--- config.mk ---
export PLATFORM = sky130hd
export DESIGN_NAME = pic_ctrl
export DESIGN_NICKNAME = d
export VERILOG_FILES = /design/src/rtl/pic_pkg.sv /design/src/rtl/pic_ctrl.sv
export VERILOG_INCLUDE_DIRS = /design/src /design/src/rtl
export SDC_FILE = /design/constraint.sdc
export NUM_CORES = 1
export LEC_CHECK = 0
export BUFFER_PORTS_ARGS = -buffer_cell sky130_fd_sc_hd__buf_2
export CELL_PAD_IN_SITES_DETAIL_PLACEMENT = 2
export CELL_PAD_IN_SITES_GLOBAL_PLACEMENT = 2
export CORE_MARGIN = 1
export CORE_UTILIZATION = 33
export CTS_CLUSTER_DIAMETER = 150
export DETAILED_ROUTE_END_ITERATION = 8
export PLACE_DENSITY_LB_ADDON = 0.1
export SLEW_MARGIN = 20
export SYNTH_ARGS = -nofsm -noshare
export SYNTH_HDL_FRONTEND = slang
export SYNTH_SLANG_ARGS = --single-unit
--- constraint.sdc ---
create_clock -name sys_clk -period 2.5 [get_ports sys_clk]
set_clock_uncertainty 0.05 [all_clocks]
set_input_delay 0.25 -clock sys_clk [delete_from_list [all_inputs] [get_ports sys_clk]]
set_output_delay 0.25 -clock sys_clk [all_outputs]
set_load 0.01 [all_outputs]
--- src/rtl/pic_map.svh ---
/*
  register offsets, field positions, reset values and vectors of the prioritized interrupt controller.
  assumes: included by the controller module only.
*/
`ifndef PIC_MAP_SVH
`define PIC_MAP_SVH
`define PIC_OFS_WORD0 4'h0
`define PIC_OFS_WORD1 4'h1
`define PIC_OFS_WORD2 4'h2
`define PIC_OFS_WORD3 4'h3
`define PIC_OFS_STATUS 4'h4
`define PIC_OFS_PORTB 4'h5
`define PIC_BIT_GIE 0
`define PIC_BIT_EXT0_FLAG 2
`define PIC_BIT_EXT0_MASK 3
`define PIC_BIT_EXT1_FLAG 0
`define PIC_BIT_EXT1_MASK 1
`define PIC_BIT_TA_FLAG 2
`define PIC_BIT_TA_MASK 3
`define PIC_BIT_TB_FLAG 0
`define PIC_BIT_TB_MASK 1
`define PIC_BIT_TC_FLAG 2
`define PIC_BIT_TC_MASK 3
`define PIC_BIT_AD_FLAG 0
`define PIC_BIT_AD_MASK 1
`define PIC_BIT_SER_FLAG 2
`define PIC_BIT_SER_MASK 3
`define PIC_BIT_RAM_VALID 3
`define PIC_BIT_PORTB3 3
`define PIC_RST_FLAGS 7'h00
`define PIC_RST_MASKS 7'h7f
`define PIC_VEC_RESET 16'h0000
`define PIC_VEC_BASE 16'h0002
`define PIC_VEC_STEP 16'h0002
`endif

--- src/rtl/pic_pkg.sv ---
/*
  types of the prioritized interrupt controller.
  assumes: pic_map.svh holds every number.
*/
package pic_pkg;
  typedef enum logic [3:0] {
    PIC_IDLE = 4'b0001,
    PIC_FINISH = 4'b0010,
    PIC_PUSH = 4'b0100,
    PIC_JUMP = 4'b1000
  } pic_seq_t;
  typedef struct packed {
    logic [3:0] addr;
    logic [3:0] wdata;
    logic wr;
    logic rd;
  } pic_bus_t;
  typedef struct packed {
    logic timer_a;
    logic timer_b;
    logic timer_c;
    logic conv_done;
    logic ser_done;
    logic ser_susp;
  } pic_evt_t;
  typedef struct packed {
    pic_seq_t seq;
    logic gie;
    logic [6:0] flags;
    logic [6:0] masks;
    logic [2:0] src;
    logic [2:0] sync0;
    logic [2:0] sync1;
    logic [2:0] syncs;
    logic ram_valid;
    logic portb3;
    logic [3:0] rdata;
    logic [15:0] vector;
    logic vec_valid;
    logic push;
    logic restart;
  } pic_state_t;
endpackage

--- src/rtl/pic_ctrl.sv ---
/*
  prioritized interrupt controller: seven masked sources with fixed priority, global enable,
  three-cycle acceptance sequence with vector output, stop-cancel vectoring and ram-valid status.
  assumes: one 40 MHz clock, asynchronous active-low reset, cpu drives the register port,
  peripherals give one-cycle event pulses on sys_clk, external pins and stop-cancel are asynchronous.
*/
// Contract
// - reset and stop-cancel vector to 0000; sources to 0002..000E in two-word steps.
// - accept source when enable set, flag set, mask clear, no higher pending.
// - stop-cancel honoured only in stop mode, ignored otherwise.
// - global enable at word0 bit0; cleared on acceptance, set by return-from-interrupt.
// - external flags set on rising edge of external inputs.
// - external masks block when 1, allow when 0.
// - timer A overflow sets timer A flag.
// - timer A mask blocks when 1.
// - timer B overflow sets timer B flag.
// - timer B mask blocks when 1.
// - timer C overflow sets timer C flag.
// - timer C mask blocks when 1.
// - serial flag set on transfer complete or suspend.
// - serial mask blocks when 1.
// - converter flag set on conversion finish.
// - converter mask blocks when 1.
// - ram-valid set by stop-cancel exit, cleared by any other reset.
// - port-b bit3 kept on stop-cancel exit, cleared on other reset.
// - cpu working state not preserved; nothing kept here for it.
// - cycle1 finish, cycle2 clear enable and push, cycle3 push and jump.
// - reset clears enable and flags, sets all masks.
`timescale 1ns/1ps
`include "pic_map.svh"
module pic_ctrl
  import pic_pkg::*;
(
  // clock and reset
  input wire logic sys_clk,
  input wire logic rst_b,
  // register port
  input wire logic [3:0] reg_addr,
  input wire logic [3:0] reg_wdata,
  input wire logic reg_wr,
  input wire logic reg_rd,
  output logic [3:0] reg_rdata,
  // pins
  input wire logic ext_irq_input_0,
  input wire logic ext_irq_input_1,
  input wire logic stop_cancel_input,
  // peripheral events, one-cycle pulses
  input wire logic timer_a_ovf,
  input wire logic timer_b_ovf,
  input wire logic timer_c_ovf,
  input wire logic conv_done,
  input wire logic ser_done,
  input wire logic ser_susp,
  // cpu side
  input wire logic stop_mode,
  input wire logic return_from_interrupt_instr,
  output logic irq_finish,
  output logic irq_push,
  output logic vec_valid,
  output logic [15:0] vec_addr,
  output logic cpu_restart,
  output logic ram_valid_flag,
  output logic port_mode_b_bit3
);
  pic_bus_t bus;
  pic_evt_t evt;
  pic_state_t s_q, s_d;
  logic [6:0] pend;

  assign bus = '{addr: reg_addr, wdata: reg_wdata, wr: reg_wr, rd: reg_rd};
  assign evt = '{timer_a: timer_a_ovf, timer_b: timer_b_ovf, timer_c: timer_c_ovf,
                 conv_done: conv_done, ser_done: ser_done, ser_susp: ser_susp};

  // index 0 is external 0 (highest) through 6 serial (lowest)
  function automatic logic [2:0] pic_first(input logic [6:0] p);
    logic [2:0] r;
    r = 3'h0;
    for (int i = 6; i >= 0; i--) begin
      if (p[i]) r = 3'(i);
    end
    return r;
  endfunction

  function automatic logic [15:0] pic_vec(input logic [2:0] idx);
    return `PIC_VEC_BASE + 16'(idx) * `PIC_VEC_STEP;
  endfunction

  // a rise counts once first and second stage are high and the third is low; the third stage holds the second stage's level of the last cycle
  function automatic logic pic_rise(input logic [2:0] sy);
    return sy[1] & sy[0] & ~sy[2];
  endfunction

  // stop-cancel edge seen this cycle, used by the checks; the logic takes it from pic_rise directly
  function automatic logic cancel_now();
    return pic_rise(s_q.syncs);
  endfunction

  assign pend = s_q.flags & ~s_q.masks;

  always_comb begin
    logic [6:0] set;
    logic [6:0] clr;
    logic rise0;
    logic rise1;
    logic cancel;
    set = 7'h00;
    clr = 7'h00;
    rise0 = 1'b0;
    rise1 = 1'b0;
    cancel = 1'b0;
    s_d = s_q;
    s_d.sync0 = {s_q.sync0[1:0], ext_irq_input_0};
    s_d.sync1 = {s_q.sync1[1:0], ext_irq_input_1};
    s_d.syncs = {s_q.syncs[1:0], stop_cancel_input};
    // agreed level rises: stages 1 and 2 high while stage 2 was low last cycle
    rise0 = pic_rise(s_q.sync0);
    rise1 = pic_rise(s_q.sync1);
    cancel = pic_rise(s_q.syncs);
    set[0] = rise0;
    set[1] = rise1;
    set[2] = evt.timer_a;
    set[3] = evt.timer_b;
    set[4] = evt.timer_c;
    set[5] = evt.conv_done;
    set[6] = evt.ser_done | evt.ser_susp;
    s_d.rdata = 4'h0;
    s_d.push = 1'b0;
    s_d.vec_valid = 1'b0;
    s_d.restart = 1'b0;
    if (bus.rd) begin
      case (bus.addr)
        `PIC_OFS_WORD0: s_d.rdata = {s_q.masks[0], s_q.flags[0], 1'b0, s_q.gie};
        `PIC_OFS_WORD1: s_d.rdata = {s_q.masks[2], s_q.flags[2], s_q.masks[1], s_q.flags[1]};
        `PIC_OFS_WORD2: s_d.rdata = {s_q.masks[4], s_q.flags[4], s_q.masks[3], s_q.flags[3]};
        `PIC_OFS_WORD3: s_d.rdata = {s_q.masks[6], s_q.flags[6], s_q.masks[5], s_q.flags[5]};
        `PIC_OFS_STATUS: s_d.rdata = {s_q.ram_valid, 3'h0};
        `PIC_OFS_PORTB: s_d.rdata = {s_q.portb3, 3'h0};
        default: s_d.rdata = 4'h0;
      endcase
    end
    if (bus.wr) begin
      case (bus.addr)
        `PIC_OFS_WORD0: begin
          s_d.gie = bus.wdata[`PIC_BIT_GIE];
          clr[0] = ~bus.wdata[`PIC_BIT_EXT0_FLAG];
          s_d.masks[0] = bus.wdata[`PIC_BIT_EXT0_MASK];
        end
        `PIC_OFS_WORD1: begin
          clr[1] = ~bus.wdata[`PIC_BIT_EXT1_FLAG];
          s_d.masks[1] = bus.wdata[`PIC_BIT_EXT1_MASK];
          clr[2] = ~bus.wdata[`PIC_BIT_TA_FLAG];
          s_d.masks[2] = bus.wdata[`PIC_BIT_TA_MASK];
        end
        `PIC_OFS_WORD2: begin
          clr[3] = ~bus.wdata[`PIC_BIT_TB_FLAG];
          s_d.masks[3] = bus.wdata[`PIC_BIT_TB_MASK];
          clr[4] = ~bus.wdata[`PIC_BIT_TC_FLAG];
          s_d.masks[4] = bus.wdata[`PIC_BIT_TC_MASK];
        end
        `PIC_OFS_WORD3: begin
          clr[5] = ~bus.wdata[`PIC_BIT_AD_FLAG];
          s_d.masks[5] = bus.wdata[`PIC_BIT_AD_MASK];
          clr[6] = ~bus.wdata[`PIC_BIT_SER_FLAG];
          s_d.masks[6] = bus.wdata[`PIC_BIT_SER_MASK];
        end
        `PIC_OFS_PORTB: s_d.portb3 = bus.wdata[`PIC_BIT_PORTB3];
        default: ;
      endcase
    end
    // writing 1 to a flag never sets it; hardware is the only setter, and it wins
    s_d.flags = (s_q.flags & ~clr) | set;
    if (return_from_interrupt_instr) s_d.gie = 1'b1;
    case (s_q.seq)
      PIC_IDLE: begin
        if (s_q.gie && pend != 7'h00) begin
          s_d.src = pic_first(pend);
          s_d.seq = PIC_FINISH;
        end
      end
      // outputs are registered, so each cycle's action is prepared one state earlier
      PIC_FINISH: begin
        s_d.gie = 1'b0;
        s_d.push = 1'b1;
        s_d.seq = PIC_PUSH;
      end
      PIC_PUSH: begin
        s_d.push = 1'b1;
        s_d.vec_valid = 1'b1;
        s_d.vector = pic_vec(s_q.src);
        s_d.seq = PIC_JUMP;
      end
      PIC_JUMP: s_d.seq = PIC_IDLE;
      default: s_d.seq = PIC_IDLE;
    endcase
    // stop-cancel exits stop: cpu restarts at 0000, ram and port bit kept; cpu state not saved here
    if (cancel && stop_mode) begin
      s_d.seq = PIC_IDLE;
      s_d.gie = 1'b0;
      s_d.flags = `PIC_RST_FLAGS;
      s_d.masks = `PIC_RST_MASKS;
      s_d.ram_valid = 1'b1;
      s_d.portb3 = s_q.portb3;
      s_d.push = 1'b0;
      s_d.vec_valid = 1'b1;
      s_d.restart = 1'b1;
      s_d.vector = `PIC_VEC_RESET;
    end
  end

  always_ff @(posedge sys_clk or negedge rst_b) begin
    if (!rst_b) begin
      s_q.seq <= PIC_IDLE;
      s_q.gie <= 1'b0;
      s_q.flags <= `PIC_RST_FLAGS;
      s_q.masks <= `PIC_RST_MASKS;
      s_q.src <= 3'h0;
      s_q.sync0 <= 3'h0;
      s_q.sync1 <= 3'h0;
      s_q.syncs <= 3'h0;
      s_q.ram_valid <= 1'b0;
      s_q.portb3 <= 1'b0;
      s_q.rdata <= 4'h0;
      s_q.vector <= `PIC_VEC_RESET;
      s_q.vec_valid <= 1'b0;
      s_q.push <= 1'b0;
      s_q.restart <= 1'b0;
    end else begin
      s_q <= s_d;
    end
  end

  assign reg_rdata = s_q.rdata;
  assign irq_finish = s_q.seq == PIC_FINISH;
  assign irq_push = s_q.push;
  assign vec_valid = s_q.vec_valid;
  assign vec_addr = s_q.vector;
  assign cpu_restart = s_q.restart;
  assign ram_valid_flag = s_q.ram_valid;
  assign port_mode_b_bit3 = s_q.portb3;
endmodule // pic_ctrl

==> impl_metrics.env <==
export IMPL_antenna_found_initial=0
export IMPL_instances_no_fill=305
export IMPL_die_w_um=82.0
export IMPL_drt_wirelength_per_cell_um=18.0
export IMPL_coreArea_um2=6060
export IMPL_cts_root_buf="clkbuf_8"
export IMPL_p_per_area_nw_per_um2=867
export IMPL_status="finished, final reports clean"
export IMPL_syn_inst=194
export IMPL_cts_sinks=44
export IMPL_cp_num_buf_inv=0
export IMPL_crit_chain="and2b_2, or4_4, o311a_4, mux2_4"
export IMPL_cts_tree="done"
export IMPL_fin_crit_sh=0.819
export IMPL_synthArstFlopShare=1.00
export IMPL_ant_nets=0
export IMPL_crit_required_ns=2.63
export IMPL_fmax_mhz=489
export IMPL_finalCriticalPeriod_ns=2.05
export IMPL_finalSetupViolCount=0
export IMPL_cts_max_level=2
export IMPL_dr_pass1_iters=4
export IMPL_grt_use_total=0.182
export IMPL_place_inst=294
export IMPL_tightest_slew_ns=1.02
export IMPL_ys_seq_elements=44
export IMPL_worst_setup_path_type="reg2reg"
export IMPL_gp_congestion=0.799
export IMPL_synth_area_um2=2110
export IMPL_vias=1541
export IMPL_yosys_most_used_dff="dfrtp_1"
export IMPL_ys_warn_count=0
export IMPL_grt_pass1_wl_um=8830
export IMPL_cp_max_fo=4
export IMPL_yosysSeqAreaShare=0.526
export IMPL_synth_area_per_cell_um2=10.9
export IMPL_routed_wl_um=5500
export IMPL_viasPerCell=5.05
export IMPL_finalHoldViolCount=0
export IMPL_clock_latency_ns=0.29
export IMPL_crit_path_start_kind="flop"
export IMPL_grt_max_degree=45
export IMPL_hold_path_class="in2async"
export IMPL_io_buffers=36
export IMPL_area_growth_pct=15.4
export IMPL_drc=0
export IMPL_drt_first_iter_violations=46
export IMPL_num_io_pins=49
export IMPL_critPathTopFamily="simple AND/OR/NAND/NOR gates"
export IMPL_arrival_ns=2.18
export IMPL_antenna_cells=0
export IMPL_clk_pin_slew_worst_paths_ns=0.08
export IMPL_cellLeakagePower_nw=1.17
export IMPL_grt_pass1_vias=1725
export IMPL_overflow=0
export IMPL_setup_worst_path_end_class="flop"
export IMPL_relSlewSlack=0.320
export IMPL_cap_violations=0
export IMPL_yosysUniqueCellTypes=40
export IMPL_r2r_slack_ns=0.45
export IMPL_cp_slowest_stage_delay_ns=0.55
export IMPL_drv_slew=0
export IMPL_ctsLongestPathBuffers=2
export IMPL_core_rowCount=28
export IMPL_crit_slowest_cell="dfstp_2"
export IMPL_start_util=0.349
export IMPL_nets=253
export IMPL_peakVddDrop_uv=337
export IMPL_drive_above_1_share=0.304
export IMPL_synth_edff_count=0
export IMPL_dp_hpwl_um=4110
export IMPL_rsz0062_at_grt="false"
export IMPL_cts_repair_resized=0
export IMPL_cts_buffers=5
export IMPL_die_area_um2=6730
export IMPL_dieHeight_um=82.0
export IMPL_setup_tns_ns=0
[layout make-up]
type                    count  area [µm²]
fillers                   661        3620
flip-flops and latches     44        1110
multi-input cells         128         845
repair buffers             42         233
clock buffers               7        96.3
well taps                  75        93.8
clock inverters             1        30.0
inverters                   8        30.0
[power breakdown]
group	switching (W)	total, W	internal, W	leakage, nW
logic	0.000278	0.000556	0.000278	0.588
registers	0.000103	0.000963	0.000860	0.518
clock network	0.000242	0.000595	0.000353	0.0645
total	0.000622	0.00211	0.00149	1.17
[cells in the mapped netlist, types with 6 or more instances]
cell type,count,area (µm²)
dfrtp_1,36,901
buf_4,20,150
nand2_1,19,71.3
a21oi_1,14,70.1
nor2_1,10,37.5
mux2i_1,9,90.1
dfstp_2,8,210
inv_1,7,26.3
nand3_1,7,35.0
o21ai_0,7,35.0
nand2b_1,6,37.5
[cells by family (layout without fill, tap and decap cells)]
logic type               Yosys count  after routing  synth area share
flip-flops                        44             44             0.526
multiplexers                      16             16            0.0941
XOR/XNOR                           1              1           0.00415
AND/OR/NAND/NOR                   68             68             0.185
AO/OA/AOI/OAI                     30             30            0.0894
buffers and inverters             33             58            0.0941
adder cells (fa/ha/maj)            1              1           0.00592
other                              1             12           0.00177
[stage by stage]
stage	hold WS (ns)	worst slack [ns]	area [µm²]	power, W	utilization
after global placement	0.308	0.514	2280	0.00149	0.377
after detailed placement	0.309	0.473	2280	0.00153	0.377
after global routing	0.125	0.409	2440	0.00225	0.402
after floorplan	-0.0956	0.539	2150	0.00138	-
final	0.0771	0.454	2440	0.00211	0.402
after CTS	0.107	0.455	2440	0.00215	0.402
[per-layer routing]
| layer | part of all wire | vias to the layer above | track usage |
|---|---|---|---|
| met1 | 0.45 | 794 | 0.227 |
| met4 | 0.011 | 0 | 0.0667 |
| met2 | 0.50 | 41 | 0.311 |
| met5 | 0 | - | 0 |
| li1 | - | 702 | - |
| met3 | 0.032 | 4 | 0.0367 |
[placed cells by master (no fill, tap or decap), types with 2 or more instances in the layout]
cell	n
dfstp_2	8
nand4_1	2
dfrtp_1	36
nand2_1	19
nand3b_1	5
nor4b_2	2
inv_1	7
buf_4	3
o21ai_0	7
and2b_2	2
nor2b_2	2
mux2_2	3
nor2b_1	3
nor2_1	10
clkbuf_8	7
buf_2	36
a211oi_1	2
nand4b_1	2
dlygate4sd3_1	3
a22oi_1	2
nor3_1	2
nand2b_1	6
mux2_4	2
a21oi_1	14
mux4_2	2
mux2i_1	9
conb_1	12
nand3_1	7
[worst register-to-register path, delay by kind of cell, from the launching register on]
kind | cells | cell delay (ns)
and+or+nand+nor | 2 | 0.68
DFF | 1 | 0.55
AOI/OAI and AO/OA | 1 | 0.36
muxes | 1 | 0.30
[state kept, by name (all words and copies together), names as in the netlist]
register          count
vec_addr              4
s_q                  25
ram_valid_flag        1
s_d                   6
vec_valid             1
reg_rdata             4
cpu_restart           1
irq_push              1
port_mode_b_bit3      1
[final timing paths]
kind,startpoint,to,depth (start not counted)
min reg2reg,s_d[26],s_d[27],0
max in group asynchronous,rst_b,s_q[45],1
min in group sys_clk,conv_done,s_q[49],3
max,s_q[38],s_q[34],4
min,rst_b,vec_addr[2],1
max reg2reg,s_q[38],s_q[34],4
[repair_timing]
action                    CTS  global route
hold endpoints to repair    3             0
setup buffers               0             0
hold buffers                3             0
Note: power is estimated with default switching activity, not from simulation.
